--- config.mk ---
export PLATFORM = sky130hd
export DESIGN_NAME = tsp_ports
export DESIGN_NICKNAME = d
export VERILOG_FILES = /design/src/tsp_pkg.sv /design/src/tsp_ports.sv
export VERILOG_INCLUDE_DIRS = /design/src
export SDC_FILE = /design/constraint.sdc
export NUM_CORES = 2
export LEC_CHECK = 0
export ABC_AREA = 1
export BUFFER_PORTS_ARGS = -buffer_cell sky130_fd_sc_hd__buf_2
export CAP_MARGIN = 20
export CORE_ASPECT_RATIO = 1.2
export CORE_MARGIN = 1
export CORE_UTILIZATION = 55
export CTS_CLUSTER_DIAMETER = 120
export DETAILED_ROUTE_END_ITERATION = 7
export PLACE_DENSITY_LB_ADDON = 0.3
export SYNTH_ARGS = -nofsm -noshare
export SYNTH_HDL_FRONTEND = slang
export SYNTH_SLANG_ARGS = --single-unit
--- constraint.sdc ---
create_clock -name clk -period 4.9 [get_ports clk]
set_input_delay 0.245 -clock clk [delete_from_list [all_inputs] [get_ports clk]]
set_output_delay 0.245 -clock clk [all_outputs]
set_load 0.03 [all_outputs]
--- src/tsp_params.svh ---
// timing, layout and reset constants of the highway and serial audio ports
`ifndef TSP_PARAMS_SVH
`define TSP_PARAMS_SVH
`define TSP_CH_N 14
`define TSP_USR_N 8
`define TSP_TX_MASK 14'h2acc
`define TSP_MON_OFS 10'h011
`define TSP_CI_OFS 10'h01b
`define TSP_MON_LEN 9'h008
`define TSP_CI_LEN_LONG 9'h006
`define TSP_CI_LEN_SHORT 9'h004
`define TSP_BURST_GAP 12'h00f
`define TSP_CNT_MAX 11'h7ff
`define TSP_STATE_RST '0
`endif

--- src/tsp_pkg.sv ---
// types shared by the highway and serial audio port logic
`include "tsp_params.svh"
package tsp_pkg;
	typedef enum logic [1:0] {
		TSP_LINE_DOWN = 2'h0,
		TSP_LINE_UP = 2'h1,
		TSP_LINE_SERIAL = 2'h2
	} tsp_line_type;
	typedef struct packed {
		tsp_line_type line;
		logic [9:0] start;
		logic [8:0] len;
		logic cnt_mode;
		logic [5:0] cnt_bits;
	} tsp_ch_cfg_type;
	typedef struct packed {
		logic single_rate;
		logic standalone;
		logic capture_sel;
		logic [1:0] open_drain;
		logic mon_dir;
		logic [3:0] mon_mux;
		logic ci_dir;
		logic ci_six;
		logic [1:0][3:0] ci_mux;
	} tsp_hw_cfg_type;
	typedef struct packed {
		logic clk_out;
		logic strobe;
		logic invert;
		logic [9:0] div;
		logic [1:0] fs_out;
		logic [1:0] fs_fall;
		logic [1:0] cont;
		logic [1:0][7:0] sync_period_value;
		logic [1:0][9:0] burst_repeat_value;
	} tsp_sa_cfg_type;
	typedef struct packed {
		logic hw_clk;
		logic hw_fs;
		logic hw_half;
		logic hw_fall1;
		logic [10:0] hw_cnt;
		logic [9:0] div;
		logic sclk;
		logic sclk_oe;
		logic sclk_in;
		logic [1:0] fs_smp;
		logic [1:0] fs_o;
		logic [1:0] fs_oe;
		logic [1:0][11:0] sp;
		logic [1:0][10:0] rem;
		logic [10:0] rcnt;
		logic [10:0] tcnt;
		logic [`TSP_CH_N-1:0][31:0] sh;
		logic [`TSP_CH_N-1:0][31:0] buff;
		logic [`TSP_CH_N-1:0][5:0] bc;
		logic [`TSP_CH_N-1:0] irq;
		logic dd_o;
		logic dd_oe;
		logic du_o;
		logic du_oe;
		logic st_o;
		logic st_oe;
		logic [31:0] rd;
	} tsp_state_type;
endpackage : tsp_pkg

--- src/tsp_ports.sv ---
// tdm highway and serial audio port engine with channel sample buffers
`include "tsp_params.svh"
`timescale 1ns/1ps
`default_nettype none
module tsp_ports (
	// clock and reset
	input wire logic clk,
	input wire logic rstn,
	// highway
	input wire logic highway_bit_clock,
	input wire logic highway_frame_sync,
	input wire logic highway_data_down_i,
	output logic highway_data_down_o,
	output logic highway_data_down_oe,
	input wire logic highway_data_up_i,
	output logic highway_data_up_o,
	output logic highway_data_up_oe,
	// serial audio port
	input wire logic sa_clk_i,
	output logic sa_clk_o,
	output logic sa_clk_oe,
	input wire logic serial_audio_receive_line,
	output logic serial_audio_transmit_line_o,
	output logic serial_audio_transmit_line_oe,
	input wire logic receive_frame_sync_i,
	output logic receive_frame_sync_o,
	output logic receive_frame_sync_oe,
	input wire logic transmit_frame_sync_i,
	output logic transmit_frame_sync_o,
	output logic transmit_frame_sync_oe,
	// configuration
	input wire tsp_pkg::tsp_hw_cfg_type hw_cfg,
	input wire tsp_pkg::tsp_sa_cfg_type sa_cfg,
	input wire tsp_pkg::tsp_ch_cfg_type [`TSP_USR_N-1:0] ch_cfg,
	input wire logic [1:0] burst_go,
	// sample access
	input wire logic wr_en,
	input wire logic [3:0] wr_ch,
	input wire logic [31:0] wr_data,
	input wire logic [3:0] rd_ch,
	output logic [31:0] rd_data,
	output logic [`TSP_CH_N-1:0] ch_irq
);
	import tsp_pkg::*;

	localparam logic [`TSP_CH_N-1:0] TX_MASK = `TSP_TX_MASK;

	tsp_state_type s_q;
	tsp_state_type s_d;
	tsp_ch_cfg_type cc;
	logic dbl, hw_rise, hw_fall, hw_frame, hw_launch, hw_cap;
	logic sa_run, sa_tog, sa_rise, sa_fall, sa_launch, sa_cap;
	logic [1:0] fs_val, sync, fs_edge, emit;
	logic dd_act, du_act, st_act, dd_bit, du_bit, st_bit;
	logic ev_frame, ev_cap, ev_launch, bitv;
	logic [10:0] cap_cnt, lau_cnt;
	logic [31:0] sh_t;

	function automatic logic in_slot(input logic [10:0] c, input logic [9:0] st,
			input logic [8:0] ln);
		in_slot = (c >= {1'b0, st}) && (c < ({1'b0, st} + {2'b0, ln}));
	endfunction : in_slot

	// ==========================================================
	// next state
	always_comb begin
		s_d = s_q;
		s_d.irq = '0;
		cc = '0;
		sh_t = '0;
		bitv = 1'b0;
		ev_frame = 1'b0;
		ev_cap = 1'b0;
		ev_launch = 1'b0;
		cap_cnt = '0;
		lau_cnt = '0;
		dd_act = 1'b0;
		du_act = 1'b0;
		st_act = 1'b0;
		dd_bit = 1'b0;
		du_bit = 1'b0;
		st_bit = 1'b0;
		emit = '0;
		// highway bit timing
		s_d.hw_clk = highway_bit_clock;
		hw_rise = highway_bit_clock & ~s_q.hw_clk;
		hw_fall = ~highway_bit_clock & s_q.hw_clk;
		dbl = hw_cfg.standalone | ~hw_cfg.single_rate;
		hw_frame = hw_rise & highway_frame_sync & ~s_q.hw_fs;
		hw_launch = hw_rise & (hw_frame | ~dbl | ~s_q.hw_half);
		hw_cap = hw_fall & (~dbl | (s_q.hw_fall1 == ~hw_cfg.capture_sel));
		if (hw_rise) begin
			s_d.hw_fs = highway_frame_sync;
			s_d.hw_half = hw_launch;
		end
		if (hw_launch) begin
			s_d.hw_fall1 = 1'b0;
		end else if (hw_fall) begin
			s_d.hw_fall1 = 1'b1;
		end
		if (hw_frame) begin
			s_d.hw_cnt = 11'h001;
		end else if (hw_launch && s_q.hw_cnt != `TSP_CNT_MAX) begin
			s_d.hw_cnt = s_q.hw_cnt + 11'h001;
		end
		// serial clock divider, held in strobed mode when no burst pends
		sa_run = ~sa_cfg.strobe | (s_q.rem[0] != '0) | (s_q.rem[1] != '0);
		sa_tog = 1'b0;
		s_d.sclk_oe = sa_cfg.clk_out;
		s_d.sclk_in = sa_clk_i;
		if (sa_cfg.clk_out && sa_run) begin
			if (s_q.div == sa_cfg.div) begin
				s_d.div = '0;
				s_d.sclk = ~s_q.sclk;
				sa_tog = 1'b1;
			end else begin
				s_d.div = s_q.div + 10'h001;
			end
		end else begin
			s_d.div = '0;
		end
		sa_rise = sa_cfg.clk_out ? (sa_tog & ~s_q.sclk) : (sa_clk_i & ~s_q.sclk_in);
		sa_fall = sa_cfg.clk_out ? (sa_tog & s_q.sclk) : (~sa_clk_i & s_q.sclk_in);
		sa_launch = sa_cfg.invert ? sa_fall : sa_rise;
		sa_cap = sa_cfg.invert ? sa_rise : sa_fall;
		// frame syncs, own outputs sampled like inputs
		fs_val[0] = sa_cfg.fs_out[0] ? s_q.fs_o[0] : receive_frame_sync_i;
		fs_val[1] = sa_cfg.fs_out[1] ? s_q.fs_o[1] : transmit_frame_sync_i;
		s_d.fs_oe = sa_cfg.fs_out;
		for (int k = 0; k < 2; k++) begin
			if (sa_fall) begin
				s_d.fs_smp[k] = fs_val[k];
			end
			sync[k] = sa_fall & fs_val[k] & ~s_q.fs_smp[k];
			fs_edge[k] = sa_cfg.fs_fall[k] ? sa_fall : sa_rise;
			if (burst_go[k]) begin
				s_d.rem[k] = {1'b0, sa_cfg.burst_repeat_value[k]} + 11'h001;
				s_d.sp[k] = '0;
			end else if (fs_edge[k]) begin
				if (s_q.sp[k] != '0) begin
					s_d.sp[k] = s_q.sp[k] - 12'h001;
				end else if (sa_cfg.cont[k]) begin
					emit[k] = 1'b1;
					s_d.sp[k] = {sa_cfg.sync_period_value[k], 4'hf};
				end else if (s_q.rem[k] != '0) begin
					emit[k] = 1'b1;
					s_d.rem[k] = s_q.rem[k] - 11'h001;
					s_d.sp[k] = `TSP_BURST_GAP;
				end
				s_d.fs_o[k] = emit[k] & sa_cfg.fs_out[k];
			end
		end
		// serial line bit counters
		if (sync[0]) begin
			s_d.rcnt = 11'h001;
		end else if (sa_cap && s_q.rcnt != `TSP_CNT_MAX) begin
			s_d.rcnt = s_q.rcnt + 11'h001;
		end
		if (sync[1]) begin
			s_d.tcnt = '0;
		end else if (sa_launch && s_q.tcnt != `TSP_CNT_MAX) begin
			s_d.tcnt = s_q.tcnt + 11'h001;
		end
		// channel engines
		for (int i = 0; i < `TSP_CH_N; i++) begin
			cc = '0;
			if (i < `TSP_USR_N) begin
				cc = ch_cfg[3'(i)];
			end else if (i < 10) begin
				cc.line = (hw_cfg.mon_dir ^ TX_MASK[i]) ? TSP_LINE_UP : TSP_LINE_DOWN;
				cc.start = {1'b0, hw_cfg.mon_mux, 5'h00} + `TSP_MON_OFS;
				cc.len = `TSP_MON_LEN;
			end else begin
				cc.line = (hw_cfg.ci_dir ^ TX_MASK[i]) ? TSP_LINE_UP : TSP_LINE_DOWN;
				cc.start = {1'b0, hw_cfg.ci_mux[1'((i - 10) / 2)], 5'h00} + `TSP_CI_OFS;
				cc.len = hw_cfg.ci_six ? `TSP_CI_LEN_LONG : `TSP_CI_LEN_SHORT;
			end
			if (cc.line == TSP_LINE_SERIAL) begin
				ev_frame = TX_MASK[i] ? sync[1] : sync[0];
				ev_cap = sa_cap;
				ev_launch = sa_launch;
				cap_cnt = s_q.rcnt;
				lau_cnt = s_d.tcnt;
				bitv = serial_audio_receive_line;
			end else begin
				ev_frame = hw_frame;
				ev_cap = hw_cap;
				ev_launch = hw_launch;
				cap_cnt = s_q.hw_cnt;
				lau_cnt = s_d.hw_cnt;
				bitv = (cc.line == TSP_LINE_UP) ? highway_data_up_i : highway_data_down_i;
			end
			sh_t = s_q.sh[i];
			if (!TX_MASK[i]) begin
				if (ev_frame && !cc.cnt_mode) begin
					s_d.buff[i] = s_q.sh[i];
					s_d.irq[i] = 1'b1;
				end
				if (ev_cap && in_slot(cap_cnt, cc.start, cc.len)) begin
					sh_t = {s_q.sh[i][30:0], bitv};
					if (cc.cnt_mode) begin
						if (s_q.bc[i] + 6'h01 == cc.cnt_bits) begin
							s_d.buff[i] = sh_t;
							s_d.bc[i] = '0;
							s_d.irq[i] = 1'b1;
						end else begin
							s_d.bc[i] = s_q.bc[i] + 6'h01;
						end
					end
				end
			end else begin
				if (ev_frame && !cc.cnt_mode) begin
					sh_t = s_q.buff[i];
					s_d.irq[i] = 1'b1;
				end
				if (ev_launch && in_slot(lau_cnt, cc.start, cc.len)) begin
					unique case (cc.line)
						TSP_LINE_DOWN: begin
							dd_act = 1'b1;
							dd_bit = dd_bit | sh_t[31];
						end
						TSP_LINE_UP: begin
							du_act = 1'b1;
							du_bit = du_bit | sh_t[31];
						end
						default: begin
							st_act = 1'b1;
							st_bit = st_bit | sh_t[31];
						end
					endcase
					sh_t = {sh_t[30:0], 1'b0};
					if (cc.cnt_mode) begin
						if (s_q.bc[i] + 6'h01 == cc.cnt_bits) begin
							sh_t = s_q.buff[i];
							s_d.bc[i] = '0;
							s_d.irq[i] = 1'b1;
						end else begin
							s_d.bc[i] = s_q.bc[i] + 6'h01;
						end
					end
				end
			end
			s_d.sh[i] = sh_t;
		end
		// line drivers, floating outside own slots
		if (hw_launch) begin
			s_d.dd_oe = dd_act & (~hw_cfg.open_drain[0] | ~dd_bit);
			s_d.dd_o = dd_bit & ~hw_cfg.open_drain[0];
			s_d.du_oe = du_act & (~hw_cfg.open_drain[1] | ~du_bit);
			s_d.du_o = du_bit & ~hw_cfg.open_drain[1];
		end
		if (sa_launch) begin
			s_d.st_oe = st_act;
			s_d.st_o = st_bit;
		end
		// sample access; only transmit buffers are writable
		if (wr_en && wr_ch < 4'(`TSP_CH_N) && TX_MASK[wr_ch]) begin
			s_d.buff[wr_ch] = wr_data;
		end
		s_d.rd = (rd_ch < 4'(`TSP_CH_N)) ? s_q.buff[rd_ch] : '0;
	end

	always_ff @(posedge clk or negedge rstn) begin
		if (!rstn) begin
			s_q <= `TSP_STATE_RST;
		end else begin
			s_q <= s_d;
		end
	end

	// ==========================================================
	// outputs
	assign highway_data_down_o = s_q.dd_o;
	assign highway_data_down_oe = s_q.dd_oe;
	assign highway_data_up_o = s_q.du_o;
	assign highway_data_up_oe = s_q.du_oe;
	assign sa_clk_o = s_q.sclk;
	assign sa_clk_oe = s_q.sclk_oe;
	assign serial_audio_transmit_line_o = s_q.st_o;
	assign serial_audio_transmit_line_oe = s_q.st_oe;
	assign receive_frame_sync_o = s_q.fs_o[0];
	assign receive_frame_sync_oe = s_q.fs_oe[0];
	assign transmit_frame_sync_o = s_q.fs_o[1];
	assign transmit_frame_sync_oe = s_q.fs_oe[1];
	assign rd_data = s_q.rd;
	assign ch_irq = s_q.irq;
endmodule : tsp_ports
`default_nettype wire
==> impl_results.md <==
- Max Cap Viol: 0
- Yosys top cell by area: dfrtp_1
- Fillcell total: 7,102
- Layout area overhead: 12.8%
- CP Max Fanout: 12
- Largest net degree at the start of global routing: 143
- Pwr per Cell Area: 439 mW/mm^2
- Met1 Track Usage GR: 41.1%
- Synth top area share: 47.5%
- Io pins: 410
- Mapped Avg Cell Area: 8.04 sq um
- Post-layout net count: 6,377
- Buffers added on ports: 289
- Reg2Reg Capture Point: s_q[72]
- Worst endpoint data arrival time: 5.00 ns
- Startpoint Class: flop
- Clock slew seen by the registers of the worst setup and hold paths: 0.06 ns
- H-Tree Depth: 3
- Final setup violation count: 0
- Routed len/inst: 18.1 um
- HP Class: primary input to flop
- Routed Antenna Nets: 0
- Routing usage on met2: 47.7%
- Setup Buffers After CTS: 0
- P_leak: 25.5 nW
- First-pass GRT wire length: 203 mm
- Fin crit share: 91.0%
- Initial Util: 55.8%
- Vias in the first global route: 38.1k
- Layout cells sized above 1: 10.7%
- Setup crit end kind: flop
- TritonCTS clock tree: built
- Hpwl dp: 87.6 mm
- Final min period: 4.46 ns
- Clock latency at the later pin of the worst-skew pair: 0.65 ns
- Synth unique cells: 66
- Root Buffer: clkbuf_16
- DR vias: 39.4k
- RSZ-0062 raised after global routing: false
- Multi-input logic area: 0.0201 sq mm
- TritonCTS Sinks: 873
- Hold endpoint: s_q[1056]
- Drt first pass iters: 6
- Vias/cell: 5.60
- Hold Path Stages: 5
- Worst-case clock buffer depth: 3
- Fin. Hold Viols: 0
- CP max stage cell: dfrtp_1
- Fmax achieved: 224 MHz
- Async SR Flop Fraction: 100%
- Initial DRC count: 3,322
- Mapped Cells: 5,724
- Final TNS setup: 0 ns
- Grt total ovfl: 0
- Final Skew: 0.0209 ns
- Worst R2R Start: s_q[1054]
- Met3 Track Usage GR: 5.93%
- Slew Limit Fails: 0
- Initial antenna violation count: 14
- Gr busiest metal: met2
- Synthesized cell area: 0.0460 sq mm
- Relative slew slack: 32.2%
- DRC viols: 0
- Die Width: 266 um
- Sequential area share after synthesis: 47.5%
- Core box area: 0.0824 sq mm
- Largest stage delay, worst path: 0.37 ns
- Die Area: 0.0848 sq mm
- FF+latch count, synth: 873
- VDD IR max: 290 uV
- Min-delay src: sa_cfg[2]
- WP data required: 5.44 ns
- R2R depth: 31
- WS Path Type: flop to flop
- Outcome: finished clean
- Top cells by area, synth: dfrtp_1, o21ai_0, nand2_1
- Routed Wire Length: 128 mm
- Final Power: 0.0228 W
- Num CTS Buffers: 88
- Post-synth EDFFs: 0
- Crit path top cell by count: nand2_1
- Sequential cell area: 0.0218 sq mm
- Global-route usage over all layers: 30.1%
- Die Span Y: 319 um
- Routability cong.: 0.938
- Top_reg_cell synth: dfrtp_1
- Row cnt: 115
- R2r setup slk: 0.44 ns
- Worst-Margin Slew: 1.01 ns
- Yosys warning count: 0
-- synth_stat cells, drive strengths merged (10+ instances only) --
| master | n |
|---|---|
| mux2i | 33 |
| o21ai | 1011 |
| dfrtp | 873 |
| nor2 | 429 |
| nand4 | 25 |
| clkbuf | 298 |
| xor2 | 86 |
| nand2 | 1130 |
| o211ai | 108 |
| inv | 667 |
| o22ai | 28 |
| o21bai | 16 |
| xnor2 | 26 |
| nand3 | 181 |
| a21oi | 398 |
| buf | 99 |
| ha | 168 |
| nor4 | 10 |
| nor3 | 40 |
| a31oi | 11 |
-- state kept, by name (all words and copies together), names as in the netlist --
name	flops
ch_irq	5
highway_data_down_o	1
highway_data_down_oe	1
highway_data_up_o	1
highway_data_up_oe	1
rd_data	32
receive_frame_sync_o	1
receive_frame_sync_oe	1
s_q	824
sa_clk_o	1
sa_clk_oe	1
serial_audio_transmit_line_o	1
serial_audio_transmit_line_oe	1
transmit_frame_sync_o	1
transmit_frame_sync_oe	1
-- placed cells by master (no fill, tap or decap), types with 17 or more instances in the layout --
cell type and count:
nor3_1 39, a21oi_1 397, o21ai_2 33, o21ai_1 17, dlygate4sd3_1 74, clkbuf_8 21, nor2_1 408, o211ai_1 107
nand2_1 1109, xnor2_1 26, nand2_2 17, dfrtp_1 873, mux2i_1 33, inv_1 649, buf_4 57, nand4_1 25
clkbuf_16 91, buf_2 287, nand3_1 163, o22ai_1 27, xor2_1 85, ha_1 168, o21ai_0 959
-- final cells by class --
type / count / area share (%)
Antenna cell: 10 / 0.0482
Clock buffer: 127 / 5.05
Clock inverter: 30 / 1.03
Inverter: 671 / 4.88
Multi-Input combinational cell: 3786 / 38.6
Sequential cell: 873 / 42.1
Tap cell: 1111 / 2.68
Timing Repair Buffer: 433 / 5.57
-- power by group --
part | internal [W] | switching (W) | leakage, nW
sequential | 0.00873 | 0.000848 | 11.2
clock | 0.00441 | 0.00292 | 1.55
combinational | 0.00214 | 0.00372 | 12.7
-- logic make-up (layout without fill, tap and decap cells) --
family	after synthesis	after routing	share of synthesized area (%)
AOI/OAI and AO/OA	1632	1632	19.3
xor gates and xnor gates	112	112	2.13
adders and majority gates	172	172	4.74
buffers and inverters	1068	1261	9.32
DFF	873	873	47.5
muxes	33	33	0.718
other	1	14	0.00815
and+or+nand+nor	1833	1833	16.3
-- worst max-delay path by stage --
| stage | startpoint | end | cells after the start |
|---|---|---|---|
| 2_1_floorplan | s_q[1065] | s_q[683] | 32 |
| 3_3_place_gp | s_q[1065] | s_q[72] | 31 |
| 3_5_place_dp | s_q[1065] | s_q[72] | 31 |
| 4_1_cts | s_q[1065] | s_q[72] | 31 |
| 5_1_grt | s_q[1065] | s_q[72] | 31 |
| 6_report | s_q[1054] | s_q[72] | 31 |
-- per-layer routing --
metal,wire length (um),part of all wire (%)
met5,51,0.040
met4,3960,3.1
met3,10100,7.9
met2,59000,46
met1,54500,43
-- through the flow --
| step | hold WS, ns | instances | instance area [sq um] | util (%) | setup WS, ns |
|---|---|---|---|---|---|
| detailed placement | 0.310 | 6800 | 47900 | 58.1 | 0.141 |
| finish | 0.0299 | 7041 | 51900 | 62.9 | 0.440 |
| CTS | 0.000754 | 7031 | 51800 | 62.9 | 0.126 |
| global route | 0.0558 | 7041 | 51900 | 62.9 | 0.00987 |
| floorplan | -0.0506 | 5727 | 46000 | - | 1.15 |
| global placement | 0.309 | 6800 | 47900 | 58.1 | 0.248 |
-- critical path, delay by kind of cell, from the launching register on --
kind | cells | cell delay [ns]
DFF | 1 | 0.37
xor gates and xnor gates | 1 | 0.21
and+or+nand+nor | 16 | 1.90
adders and majority gates | 2 | 0.52
buffers and inverters | 4 | 0.46
AOI/OAI and AO/OA | 8 | 0.88
-- timing repair --
action / 4_1_cts / 5_1_grt
endpoints found under the hold margin: 195 / 0
setup endpoints to repair: 0 / 41
gates resized for setup: 0 / 9
hold buffers: 74 / 0
Note: power is estimated with default switching activity, not from simulation.
